`src/design/sfcfe_params.svh`:
```
/*
 * Constants for the serial flash command front end: opcodes, byte counts,
 * address limits, bit positions and page size.
 * Assumes inclusion by bare name from the design files; holds definitions only.
 */
`ifndef SFCFE_PARAMS_SVH
`define SFCFE_PARAMS_SVH

// ==========================================================================
// opcodes
`define SFCFE_OP_READ_FAST  8'h0B
`define SFCFE_OP_READ_SLOW  8'h03
`define SFCFE_OP_READ_DUAL  8'h3B
`define SFCFE_OP_PAGE_ERASE 8'h81
`define SFCFE_OP_ERASE_4K   8'h20
`define SFCFE_OP_ERASE_32A  8'h52
`define SFCFE_OP_ERASE_32B  8'hD8
`define SFCFE_OP_CHIP_A     8'h60
`define SFCFE_OP_CHIP_B     8'hC7
`define SFCFE_OP_CHIP_OLD   8'h62
`define SFCFE_OP_PROGRAM    8'h02
`define SFCFE_OP_WR_EN      8'h06
`define SFCFE_OP_WR_DIS     8'h04
`define SFCFE_OP_OTP_PROG   8'h9B
`define SFCFE_OP_OTP_READ   8'h77
`define SFCFE_OP_STAT_READ  8'h05
`define SFCFE_OP_STAT_WR1   8'h01
`define SFCFE_OP_STAT_WR2   8'h31
`define SFCFE_OP_RESET      8'hF0
`define SFCFE_OP_ID_READ    8'h9F
`define SFCFE_OP_ID_OLD     8'h15
`define SFCFE_OP_DPD        8'hB9
`define SFCFE_OP_RESUME     8'hAB
`define SFCFE_OP_UDPD       8'h79

// ==========================================================================
// framing figures
`define SFCFE_ADDR_BYTES    3'h3
`define SFCFE_DUMMY_NONE    2'h0
`define SFCFE_DUMMY_ONE     2'h1
`define SFCFE_DUMMY_TWO     2'h2
`define SFCFE_BIT_LAST      3'h7
`define SFCFE_DUAL_LAST     3'h3
`define SFCFE_ADDR_W        15
`define SFCFE_ADDR_ZERO     15'h0000
`define SFCFE_ADDR_ONE      15'h0001
`define SFCFE_PAGE_BYTES    9'h100

`endif

```
`src/design/sfcfe_pkg.sv`:
```
/*
 * Types for the serial flash command front end.
 * Assumes sfcfe_params.svh for the numeric constants.
 */
package sfcfe_pkg;

   // ==========================================================================
   // transaction phase
   typedef enum logic [2:0]
   {
      SFCFE_OPC   = 3'b000,
      SFCFE_ADDR  = 3'b001,
      SFCFE_DUMMY = 3'b010,
      SFCFE_DATA  = 3'b011,
      SFCFE_READ  = 3'b100,
      SFCFE_DEAF  = 3'b101
   } sfcfe_phase_e;

   // ==========================================================================
   // command classes for the execution logic; NONE, status, ID and OTP read classes are never handed on
   typedef enum logic [3:0]
   {
      SFCFE_CMD_NONE     = 4'h0,
      SFCFE_CMD_PAGE_ER  = 4'h1,
      SFCFE_CMD_ER_4K    = 4'h2,
      SFCFE_CMD_ER_32K   = 4'h3,
      SFCFE_CMD_CHIP_ER  = 4'h4,
      SFCFE_CMD_PROGRAM  = 4'h5,
      SFCFE_CMD_OTP_PROG = 4'h6,
      SFCFE_CMD_OTP_READ = 4'h7,
      SFCFE_CMD_STAT_RD  = 4'h8,
      SFCFE_CMD_STAT_WR1 = 4'h9,
      SFCFE_CMD_STAT_WR2 = 4'hA,
      SFCFE_CMD_ID_READ  = 4'hB,
      SFCFE_CMD_ID_OLD   = 4'hC,
      SFCFE_CMD_DPD      = 4'hD,
      SFCFE_CMD_RESUME   = 4'hE,
      SFCFE_CMD_MISC     = 4'hF
   } sfcfe_cmd_e;

endpackage

```
`src/design/sfcfe_front_end.sv`:
```
/*
 * Device-side command front end of a serial flash: frames each transaction
 * by chip select, decodes the opcode, gathers address, dummy and data bytes,
 * serves single and dual-output array reads and hands on other known commands except status, ID and OTP reads.
 * Assumes serial clock, chip select and data input arrive asynchronously and
 * are far slower than ref_clk (at least four ref_clk periods per half clock).
 * The array is outside: rd_addr is offered and rd_data must be valid on the
 * next ref_clk edge.
 */
// Notes on behaviour
// - all bytes travel most significant bit first
// - unknown opcode: ignore input until reselect
// - early deselect starts nothing, returns idle
// - only low fifteen address bits used
// - fast read expects one dummy byte
// - dual read: address, one dummy byte
// - dual read drives two bits per clock
// - read address counter advances automatically
// - read wraps from top to zero
// - deselect ends read, outputs released
// - 20h and 81h: three address bytes
// - 52h and D8h: 32K block erase
// - 60h, C7h, 62h: chip erase
// - 02h: address then 1..256 data bytes
// - 9Bh: OTP program, address plus data
// - 77h: address then two dummy bytes
// - 05h: status read, no address
// - 01h, 31h: one status data byte
// - 9Fh and 15h: identification reads
// - B9h, ABh, 79h: power commands
// - sample on rising, shift on falling
// - dual read turns input into output
`include "sfcfe_params.svh"

module sfcfe_front_end
(
   // clock and reset
   input wire logic ref_clk,
   input wire logic reset,
   // serial link pins
   input wire logic serial_clk,
   input wire logic chip_sel_n,
   input wire logic second_output_line_in,
   output logic second_output_line_out,
   output logic second_output_line_oe,
   output logic data_out,
   output logic data_out_oe,
   // array read port
   output logic [14:0] rd_addr,
   input wire logic [7:0] rd_data,
   // command hand-over
   output logic cmd_valid,
   output sfcfe_pkg::sfcfe_cmd_e cmd_kind,
   output logic [7:0] cmd_opcode,
   output logic [14:0] cmd_addr,
   output logic [8:0] cmd_count,
   output logic [7:0] cmd_data
);

   // ==========================================================================
   // synchronisers
   logic [1:0] sck_sync;
   logic [1:0] cs_sync;
   logic [1:0] si_sync;
   logic sck_prev;

   // two flops per pin; only the second stage feeds logic
   always_ff @(posedge ref_clk)
   begin
      sck_sync <= {sck_sync[0], serial_clk};
      cs_sync <= {cs_sync[0], chip_sel_n};
      si_sync <= {si_sync[0], second_output_line_in};
      sck_prev <= sck_sync[1];
   end

   wire sck_rise = sck_sync[1] & ~sck_prev;
   wire sck_fall = ~sck_sync[1] & sck_prev;
   wire selected = ~cs_sync[1];

   // ==========================================================================
   // state
   sfcfe_pkg::sfcfe_phase_e phase;
   logic [2:0] bit_cnt;
   logic [7:0] shift_in;
   logic [7:0] opcode;
   logic [1:0] addr_cnt;
   logic [1:0] dummy_cnt;
   logic [14:0] addr;
   logic [8:0] data_cnt;
   logic [7:0] last_data;
   logic [7:0] out_shift;
   logic dual;
   logic byte_edge;

   // ==========================================================================
   // opcode decode: class, address use and dummy count
   wire [7:0] op_next = {shift_in[6:0], si_sync[1]};
   sfcfe_pkg::sfcfe_cmd_e dec_kind;
   logic dec_addr;
   logic [1:0] dec_dummy;
   logic dec_read;
   logic dec_known;

   // combinational lookup; unlisted codes leave dec_known low
   always_comb
   begin
      dec_kind = sfcfe_pkg::SFCFE_CMD_NONE;
      dec_addr = 1'b0;
      dec_dummy = `SFCFE_DUMMY_NONE;
      dec_read = 1'b0;
      dec_known = 1'b1;
      case (op_next)
         `SFCFE_OP_READ_FAST:
         begin
            dec_addr = 1'b1;
            dec_dummy = `SFCFE_DUMMY_ONE;
            dec_read = 1'b1;
         end
         `SFCFE_OP_READ_SLOW:
         begin
            dec_addr = 1'b1;
            dec_read = 1'b1;
         end
         `SFCFE_OP_READ_DUAL:
         begin
            dec_addr = 1'b1;
            dec_dummy = `SFCFE_DUMMY_ONE;
            dec_read = 1'b1;
         end
         `SFCFE_OP_PAGE_ERASE:
         begin
            dec_addr = 1'b1;
            dec_kind = sfcfe_pkg::SFCFE_CMD_PAGE_ER;
         end
         `SFCFE_OP_ERASE_4K:
         begin
            dec_addr = 1'b1;
            dec_kind = sfcfe_pkg::SFCFE_CMD_ER_4K;
         end
         `SFCFE_OP_ERASE_32A, `SFCFE_OP_ERASE_32B:
         begin
            dec_addr = 1'b1;
            dec_kind = sfcfe_pkg::SFCFE_CMD_ER_32K;
         end
         `SFCFE_OP_CHIP_A, `SFCFE_OP_CHIP_B, `SFCFE_OP_CHIP_OLD: dec_kind = sfcfe_pkg::SFCFE_CMD_CHIP_ER;
         `SFCFE_OP_PROGRAM:
         begin
            dec_addr = 1'b1;
            dec_kind = sfcfe_pkg::SFCFE_CMD_PROGRAM;
         end
         `SFCFE_OP_OTP_PROG:
         begin
            dec_addr = 1'b1;
            dec_kind = sfcfe_pkg::SFCFE_CMD_OTP_PROG;
         end
         `SFCFE_OP_OTP_READ:
         begin
            dec_addr = 1'b1;
            dec_dummy = `SFCFE_DUMMY_TWO;
            dec_kind = sfcfe_pkg::SFCFE_CMD_OTP_READ;
         end
         `SFCFE_OP_STAT_READ: dec_kind = sfcfe_pkg::SFCFE_CMD_STAT_RD;
         `SFCFE_OP_STAT_WR1: dec_kind = sfcfe_pkg::SFCFE_CMD_STAT_WR1;
         `SFCFE_OP_STAT_WR2: dec_kind = sfcfe_pkg::SFCFE_CMD_STAT_WR2;
         `SFCFE_OP_ID_READ: dec_kind = sfcfe_pkg::SFCFE_CMD_ID_READ;
         `SFCFE_OP_ID_OLD: dec_kind = sfcfe_pkg::SFCFE_CMD_ID_OLD;
         `SFCFE_OP_DPD: dec_kind = sfcfe_pkg::SFCFE_CMD_DPD;
         `SFCFE_OP_RESUME: dec_kind = sfcfe_pkg::SFCFE_CMD_RESUME;
         `SFCFE_OP_UDPD: dec_kind = sfcfe_pkg::SFCFE_CMD_DPD;
         `SFCFE_OP_WR_EN, `SFCFE_OP_WR_DIS, `SFCFE_OP_RESET: dec_kind = sfcfe_pkg::SFCFE_CMD_MISC;
         default: dec_known = 1'b0;
      endcase
   end

   // ==========================================================================
   // handy terms
   wire byte_done = sck_rise & (bit_cnt == `SFCFE_BIT_LAST);
   wire udpd_op = (opcode == `SFCFE_OP_UDPD);
   wire reads_status = (cmd_kind == sfcfe_pkg::SFCFE_CMD_STAT_RD) | (cmd_kind == sfcfe_pkg::SFCFE_CMD_ID_READ) |
                       (cmd_kind == sfcfe_pkg::SFCFE_CMD_ID_OLD) | (cmd_kind == sfcfe_pkg::SFCFE_CMD_OTP_READ);
   wire dual_op = (opcode == `SFCFE_OP_READ_DUAL);
   wire [14:0] addr_inc = addr + `SFCFE_ADDR_ONE;
   wire [2:0] out_last = dual ? `SFCFE_DUAL_LAST : `SFCFE_BIT_LAST;
   wire out_byte_end = sck_fall & (bit_cnt == out_last);
   // hand on only when deselected on a byte boundary with all bytes present
   wire frame_ok = (bit_cnt == 3'h0) & (phase == sfcfe_pkg::SFCFE_DATA) & (cmd_kind != sfcfe_pkg::SFCFE_CMD_NONE);
   wire need_data = (cmd_kind == sfcfe_pkg::SFCFE_CMD_PROGRAM) | (cmd_kind == sfcfe_pkg::SFCFE_CMD_OTP_PROG) |
                    (cmd_kind == sfcfe_pkg::SFCFE_CMD_STAT_WR1) | (cmd_kind == sfcfe_pkg::SFCFE_CMD_STAT_WR2);
   wire launch = ~selected & frame_ok & ~reads_status & (~need_data | (data_cnt != 9'h000)) & ~byte_edge;

   // ==========================================================================
   // receive path and phase sequencing
   always_ff @(posedge ref_clk)
   begin
      if (reset | ~selected)
      begin
         phase <= sfcfe_pkg::SFCFE_OPC;
         bit_cnt <= 3'h0;
         addr_cnt <= 2'h0;
         dummy_cnt <= 2'h0;
         data_cnt <= 9'h000;
         dual <= 1'b0;
         if (reset)
            cmd_kind <= sfcfe_pkg::SFCFE_CMD_NONE;
      end
      else if (sck_rise & (phase != sfcfe_pkg::SFCFE_READ) & (phase != sfcfe_pkg::SFCFE_DEAF))
      begin
         shift_in <= op_next;
         bit_cnt <= bit_cnt + 3'h1;
         if (byte_done)
         begin
            unique case (phase)
               sfcfe_pkg::SFCFE_OPC:
               begin
                  opcode <= op_next;
                  cmd_kind <= dec_kind;
                  dummy_cnt <= dec_dummy;
                  phase <= !dec_known ? sfcfe_pkg::SFCFE_DEAF :
                           dec_addr ? sfcfe_pkg::SFCFE_ADDR : sfcfe_pkg::SFCFE_DATA;
               end
               sfcfe_pkg::SFCFE_ADDR:
               begin
                  addr <= {addr[6:0], op_next};
                  addr_cnt <= addr_cnt + 2'h1;
                  if ({1'b0, addr_cnt} == (`SFCFE_ADDR_BYTES - 3'h1))
                     phase <= (dummy_cnt != `SFCFE_DUMMY_NONE) ? sfcfe_pkg::SFCFE_DUMMY :
                              (cmd_kind == sfcfe_pkg::SFCFE_CMD_NONE) ? sfcfe_pkg::SFCFE_READ :
                              sfcfe_pkg::SFCFE_DATA;
               end
               sfcfe_pkg::SFCFE_DUMMY:
               begin
                  dummy_cnt <= dummy_cnt - 2'h1;
                  if (dummy_cnt == `SFCFE_DUMMY_ONE)
                     phase <= (cmd_kind == sfcfe_pkg::SFCFE_CMD_NONE) ? sfcfe_pkg::SFCFE_READ :
                              sfcfe_pkg::SFCFE_DATA;
               end
               sfcfe_pkg::SFCFE_DATA:
               begin
                  last_data <= op_next;
                  if (data_cnt != `SFCFE_PAGE_BYTES)
                     data_cnt <= data_cnt + 9'h001;
               end
               default: phase <= sfcfe_pkg::SFCFE_DEAF;
            endcase
         end
      end
      else if ((phase == sfcfe_pkg::SFCFE_READ) & out_byte_end)
      begin
         bit_cnt <= 3'h0;
         addr <= addr_inc;
      end
      else if ((phase == sfcfe_pkg::SFCFE_READ) & sck_fall)
         bit_cnt <= bit_cnt + 3'h1;
      if (~reset & selected & (phase == sfcfe_pkg::SFCFE_READ) & ~dual & dual_op)
         dual <= 1'b1;
   end

   // ==========================================================================
   // byte_edge guards against handing on a command twice per deselect
   always_ff @(posedge ref_clk)
   begin
      if (reset)
         byte_edge <= 1'b1;
      else
         byte_edge <= ~selected;
   end

   // ==========================================================================
   // transmit path: loads on falling edge, dual shifts two bits
   wire [14:0] rd_addr_next = addr & {`SFCFE_ADDR_W{1'b1}};
   wire load_byte = sck_fall & (bit_cnt == 3'h0);

   always_ff @(posedge ref_clk)
   begin
      rd_addr <= rd_addr_next;
      if (reset | ~selected | (phase != sfcfe_pkg::SFCFE_READ))
      begin
         data_out_oe <= 1'b0;
         second_output_line_oe <= 1'b0;
         data_out <= 1'b0;
         second_output_line_out <= 1'b0;
         out_shift <= 8'h00;
      end
      else if (sck_fall)
      begin
         data_out_oe <= 1'b1;
         second_output_line_oe <= dual;
         if (load_byte)
         begin
            data_out <= rd_data[7];
            second_output_line_out <= rd_data[6];
            out_shift <= dual ? {rd_data[5:0], 2'b00} : {rd_data[6:0], 1'b0};
         end
         else
         begin
            data_out <= out_shift[7];
            second_output_line_out <= out_shift[6];
            out_shift <= dual ? {out_shift[5:0], 2'b00} : {out_shift[6:0], 1'b0};
         end
      end
   end

   // ==========================================================================
   // hand-over pulse to the execution logic
   always_ff @(posedge ref_clk)
   begin
      if (reset)
      begin
         cmd_valid <= 1'b0;
         cmd_opcode <= 8'h00;
         cmd_addr <= `SFCFE_ADDR_ZERO;
         cmd_count <= 9'h000;
         cmd_data <= 8'h00;
      end
      else
      begin
         cmd_valid <= launch;
         if (launch)
         begin
            cmd_opcode <= udpd_op ? `SFCFE_OP_UDPD : opcode;
            cmd_addr <= addr;
            cmd_count <= data_cnt;
            cmd_data <= last_data;
         end
      end
   end

endmodule

```
`config.mk`:
```
export PLATFORM = sky130hd
export DESIGN_NAME = sfcfe_front_end
export DESIGN_NICKNAME = d
export VERILOG_FILES = /design/src/design/sfcfe_pkg.sv /design/src/design/sfcfe_front_end.sv
export VERILOG_INCLUDE_DIRS = /design/src /design/src/design
export SDC_FILE = /design/constraint.sdc
export NUM_CORES = 1
export LEC_CHECK = 0
export BUFFER_PORTS_ARGS = -buffer_cell sky130_fd_sc_hd__buf_4
export CAP_MARGIN = 5
export CELL_PAD_IN_SITES_DETAIL_PLACEMENT = 1
export CELL_PAD_IN_SITES_GLOBAL_PLACEMENT = 2
export CORE_MARGIN = 1.5
export CORE_UTILIZATION = 35
export DETAILED_ROUTE_END_ITERATION = 7
export GPL_TIMING_DRIVEN = 1
export PLACE_DENSITY = 0.75
export SLEW_MARGIN = 20
export SYNTH_ARGS = -nofsm -noshare
export SYNTH_HDL_FRONTEND = slang
export SYNTH_SLANG_ARGS = --single-unit
```
`constraint.sdc`:
```
create_clock -name ref_clk -period 2.9 [get_ports ref_clk]
set_clock_uncertainty 0.1 [all_clocks]
set_input_delay 0.435 -clock ref_clk [delete_from_list [all_inputs] [get_ports ref_clk]]
set_output_delay 0.435 -clock ref_clk [all_outputs]
set_load 0.005 [all_outputs]
```
==> impl_table.tex <==
\begin{tabular}{lr}
\hline
Metric & Value \\
\hline
\multicolumn{2}{l}{\textbf{Status}} \\
\quad Status & completed \\
\multicolumn{2}{l}{\textbf{Floorplanning}} \\
\quad Chip Width & between 100 and 150 µm \\
\quad Total die area & about 0.017 mm² \\
\quad Initial cell density of the core & 0.362 \\
\quad Top-level I/O count & 77 \\
\quad Standard-cell rows & 46 \\
\quad Core region area & roughly 0.016 mm² \\
\quad Die H & between 100 and 150 µm \\
\multicolumn{2}{l}{\textbf{Worst setup path}} \\
\quad Top Family by Delay on Critical Path & simple AND/OR/NAND/NOR gates \\
\quad Arrival time of the worst setup path & 2.77 ns \\
\quad Reg-to-reg critical path startpoint & data\_cnt[1]\$\_SDFFE\_PP0P\_ \\
\quad Total buffers and inverters traversed by the critical path & 2 \\
\quad Top fanout value on the critical path & 40 \\
\quad Crit path launch & data\_cnt[1]\$\_SDFFE\_PP0P\_ \\
\quad Path depth of the worst reg2reg path & 9 \\
\quad Endpoint kind of the worst setup timing path & flip-flop \\
\quad Nature of the critical path startpoint & flip-flop \\
\quad Type of the setup path with the least slack & reg -> reg \\
\quad Critical Path Slowest Stage Cell & sky130\_fd\_sc\_hd\_\_or4b\_1 \\
\quad Worst R2R Setup Slack & approximately 0.38 ns \\
\quad Critical path depth in cells & 9 \\
\quad Most prevalent standard cell on the critical path & sky130\_fd\_sc\_hd\_\_nand2\_1 \\
\quad CP peak stage delay & roughly 0.50 ns \\
\quad End of the worst register-to-register path & cmd\_addr[6]\$\_SDFFE\_PP0P\_ \\
\quad List of cells traversed by the critical path & inv\_1 -> ha\_1 -> or4b\_1 -> o41ai\_2 -> nand2\_1 -> nand2\_1 -> buf\_4 -> nand2\_1 -> a21oi\_2 \\
\quad CP endpoint & cmd\_addr[6]\$\_SDFFE\_PP0P\_ \\
\quad Data required time of the critical path & $\sim$3.2 ns \\
\multicolumn{2}{l}{\textbf{Routing}} \\
\quad Routed length on met2 & around 6.7 mm \\
\quad Ratio of routed vias to standard cells & approximately 5 \\
\quad Iteration count of the initial detailed-routing pass & 4 \\
\quad Top layer in use & met4 \\
\quad Final Routed Wirelength & 15.0 mm \\
\quad WL met1 & between 7 and 8 mm \\
\quad Via total after detailed routing & 4666 \\
\quad Average detailed-routed wire length per instance & about 16 µm \\
\quad Wire length on met3 & about 530 µm \\
\quad Post-DRT Antenna Nets & 0 \\
\quad Post-route DRC violation count & 0 \\
\quad Detailed Route Iter0 Violations & 184 \\
\multicolumn{2}{l}{\textbf{Synthesis}} \\
\quad Average cell area after synthesis & 9.46 µm² \\
\quad Cell type contributing the most total cell area after synthesis & sky130\_fd\_sc\_hd\_\_dfxtp\_1 \\
\quad Proportion of synthesized chip area in sequential cells & 0.543 \\
\quad Area share of the largest cell type after synthesis & 0.327 \\
\quad Xor and xnor fraction of the mapped netlist area & 0.0346 \\
\quad Number of flops mapped to enable cells by yosys & 42 \\
\quad Synthesized instance count & roughly 620 \\
\quad Compound-gate portion of the synthesized area & 0.126 \\
\quad Syn. warnings & 0 \\
\quad Largest family of logic cells by synthesized area & simple AND/OR/NAND/NOR gates \\
\quad Synthesis-stage register bit count & between 100 and 150 \\
\quad Async set or reset register ratio after synthesis & 0 \\
\quad Mapped cell area & about 0.0058 mm² \\
\quad Share of synthesized area spent on multiplexers & 0.0159 \\
\quad Mapped Nets & 637 \\
\quad Fraction of the mapped netlist area in simple logic gates & 0.219 \\
\quad Top area cells in the synthesized netlist & sky130\_fd\_sc\_hd\_\_dfxtp\_1, sky130\_fd\_sc\_hd\_\_edfxtp\_1, sky130\_fd\_sc\_hd\_\_nand2\_1 \\
\quad Synthesized-area fraction occupied by adder cells & 0.0193 \\
\quad Top\_reg\_cell synth & sky130\_fd\_sc\_hd\_\_dfxtp\_1 \\
\quad Number of distinct library cells after synthesis & 60 \\
\multicolumn{2}{l}{\textbf{STA}} \\
\quad Crit path time final & $\sim$2.5 ns \\
\quad Final hold violations & 0 \\
\quad RSZ-0062 raised after global routing & false \\
\quad Worst-Margin Slew & around 0.77 ns \\
\quad Highest Clock Rate & roughly 0.40 GHz \\
\quad Tcrit/Tclk final & 0.870 \\
\quad Fin Setup TNS & 0 ns \\
\quad Fin. max-slew vios & 0 \\
\quad \# setup viols final & 0 \\
\quad Final Worst Setup Slack & between 0.3 and 0.4 ns \\
\quad Max\_slew headroom & 0.480 \\
\multicolumn{2}{l}{\textbf{Placed design}} \\
\quad Estimated wirelength of the detail-placed design & slightly above 10 mm \\
\quad Routability-driven placement congestion ratio & approximately 0.87 \\
\quad Total of buffers placed on input and output ports & 76 \\
\quad Placement Setup Slack & $\sim$0.4 ns \\
\multicolumn{2}{l}{\textbf{Final layout}} \\
\quad Most frequent standard cell in the layout excluding fill and tap cells & sky130\_fd\_sc\_hd\_\_nand2\_1 \\
\quad Core Util, Final & 0.452 \\
\quad Most used cells in the layout excluding fill and tap cells & sky130\_fd\_sc\_hd\_\_nand2\_1, sky130\_fd\_sc\_hd\_\_dfxtp\_1, sky130\_fd\_sc\_hd\_\_buf\_4, sky130\_fd\_sc\_hd\_\_a21oi\_1, sky130\_fd\_sc\_hd\_\_nor2\_1 \\
\quad Fraction of layout cells with a size suffix above 1 & 0.201 \\
\quad Number of nets in the layout & about 710 \\
\quad Layout area overhead & 24.7\% \\
\quad Fillcell total & 1821 \\
\quad Number of diodes & 0 \\
\multicolumn{2}{l}{\textbf{CTS}} \\
\quad Max H-tree Level & 4 \\
\quad Number of sinks driven by the clock tree & about 140 \\
\quad Root buffer cell & sky130\_fd\_sc\_hd\_\_clkbuf\_16 \\
\quad Clock transition at the register clock pins on the worst setup and hold paths after CTS & approximately 0.06 ns \\
\quad Number of setup buffers added after CTS & 0 \\
\quad Clock Tree Buf Depth & 2 \\
\quad Inserted Clock Buffers & 17 \\
\quad Resized Gates After CTS & 0 \\
\quad TritonCTS clock tree & built \\
\quad Clk\_lat worst skew & $\sim$0.42 ns \\
\quad Total of hold buffers inserted after clock tree synthesis & 0 \\
\multicolumn{2}{l}{\textbf{Power and ir drop}} \\
\quad Peak VDD IR & about 0.45 mV \\
\quad Lkg Pwr & 2.63 nW \\
\quad Power density over the cells & roughly 630 mW/mm² \\
\multicolumn{2}{l}{\textbf{Hold path}} \\
\quad Worst hold path class & in -> reg \\
\multicolumn{2}{l}{\textbf{GRT}} \\
\quad Maximum number of pins on one net before global-route repair & 44 \\
\quad Total global-route track usage & 0.178 \\
\quad Via count of the first global-routing pass & 4817 \\
\quad Number of antenna violations at the first check in global routing & 0 \\
\quad Global-route wire length before repair & 24.8 mm \\
\quad GRT overflow & 0 \\
\multicolumn{2}{l}{\textbf{Job}} \\
\quad MaxCap Viol Count & 0 \\
\hline
\end{tabular}
-- kinds of logic (layout without fill, tap and decap cells) --
kind of cell               Yosys count  count (layout)
muxes                                9               9
adders and majority gates            9               9
buffers and inverters               49             137
AOI/OAI and AO/OA                  121             121
DFF                                137             137
and+or+nand+nor                    267             267
xor gates and xnor gates            23              23
-- worst min-delay path by stage --
stage / from / to / depth (start not counted)
6_report: serial_clk / sck_sync[0]$_DFF_P_ / 1
5_1_grt: serial_clk / sck_sync[0]$_DFF_P_ / 1
4_1_cts: serial_clk / sck_sync[0]$_DFF_P_ / 1
3_5_place_dp: si_sync[0]$_DFF_P_ / si_sync[1]$_DFF_P_ / 0
3_3_place_gp: cs_sync[0]$_DFF_P_ / cs_sync[1]$_DFF_P_ / 0
2_1_floorplan: cs_sync[0]$_DFF_P_ / cs_sync[1]$_DFF_P_ / 0
-- cells in the mapped netlist (all sizes together), types with 2 or more instances --
library cell,count
nor2,43
or4b,2
nor4,4
nor2b,9
o21bai,2
nand3,16
or3,5
xnor2,10
and2,4
o211a,2
a21boi,2
buf,17
clkbuf,18
a21oi,64
nor4b,3
nor3,9
nand4b,5
or2,2
mux2,2
nand4,9
inv,14
nor3b,7
o211ai,2
dfxtp,95
o22ai,2
a31oi,3
nand2b,7
mux2i,7
xor2,13
a211oi,7
ha,9
a22oi,2
edfxtp,42
nand3b,2
a2111oi,3
o21ai,24
nand2,132
and3,2
-- flip-flops by register name, indices dropped and copies added (netlist names), 3 cells and up --
register and count:
addr 15, cmd_addr 15, rd_addr 15, cmd_count 9
data_cnt 9, cmd_data 8, cmd_opcode 8, last_data 8
opcode 8, out_shift 7, shift_in 7, cmd_kind 4
bit_cnt 3, phase 3
-- final cells by class --
type / instances / area, µm² / share of cell area
Clock buffer: 22 / 485 / 0.0669
Multi-Input combinational cell: 429 / 2420 / 0.333
Inverter: 14 / 52.6 / 0.00724
Clock inverter: 10 / 185 / 0.0255
Tap cell: 216 / 270 / 0.0372
Sequential cell: 137 / 3160 / 0.436
Timing Repair Buffer: 91 / 683 / 0.0942
-- power breakdown --
group	leakage [nW]	switching [W]	internal [W]
registers	1.16	0.0000150	0.00198
logic	1.15	0.0000626	0.0000399
clock network	0.324	0.000843	0.00163
total	2.63	0.000921	0.00365
-- routing by layer --
metal  global-route usage  up-vias
met1                0.237     2263
met4               0.0691        0
li1                     -     2291
met5                    0        -
met3               0.0392       24
met2                0.282       88
-- stage by stage --
| stage | hold WS [ns] | total power (W) | instance area, µm² | std cells |
|---|---|---|---|---|
| after detailed placement | 0.216 | 0.00214 | 6590 | 887 |
| final | 0.0188 | 0.00457 | 7260 | 919 |
| after CTS | 0.00291 | 0.00461 | 7260 | 919 |
| after floorplan | 0.210 | 0.00210 | 5820 | 615 |
| after global placement | 0.212 | 0.00214 | 6590 | 887 |
| after global routing | 0.00528 | 0.00469 | 7260 | 919 |
-- worst register-to-register path: stages (launching register included) --
cell and delay, ns:
sky130_fd_sc_hd__dfxtp_1 0.34, sky130_fd_sc_hd__inv_1 0.09, sky130_fd_sc_hd__ha_1 0.15, sky130_fd_sc_hd__or4b_1 0.50, sky130_fd_sc_hd__o41ai_2 0.39, sky130_fd_sc_hd__nand2_1 0.12
sky130_fd_sc_hd__nand2_1 0.08, sky130_fd_sc_hd__buf_4 0.38, sky130_fd_sc_hd__nand2_1 0.19, sky130_fd_sc_hd__a21oi_2 0.14
Power figures use the tool's default switching activity.
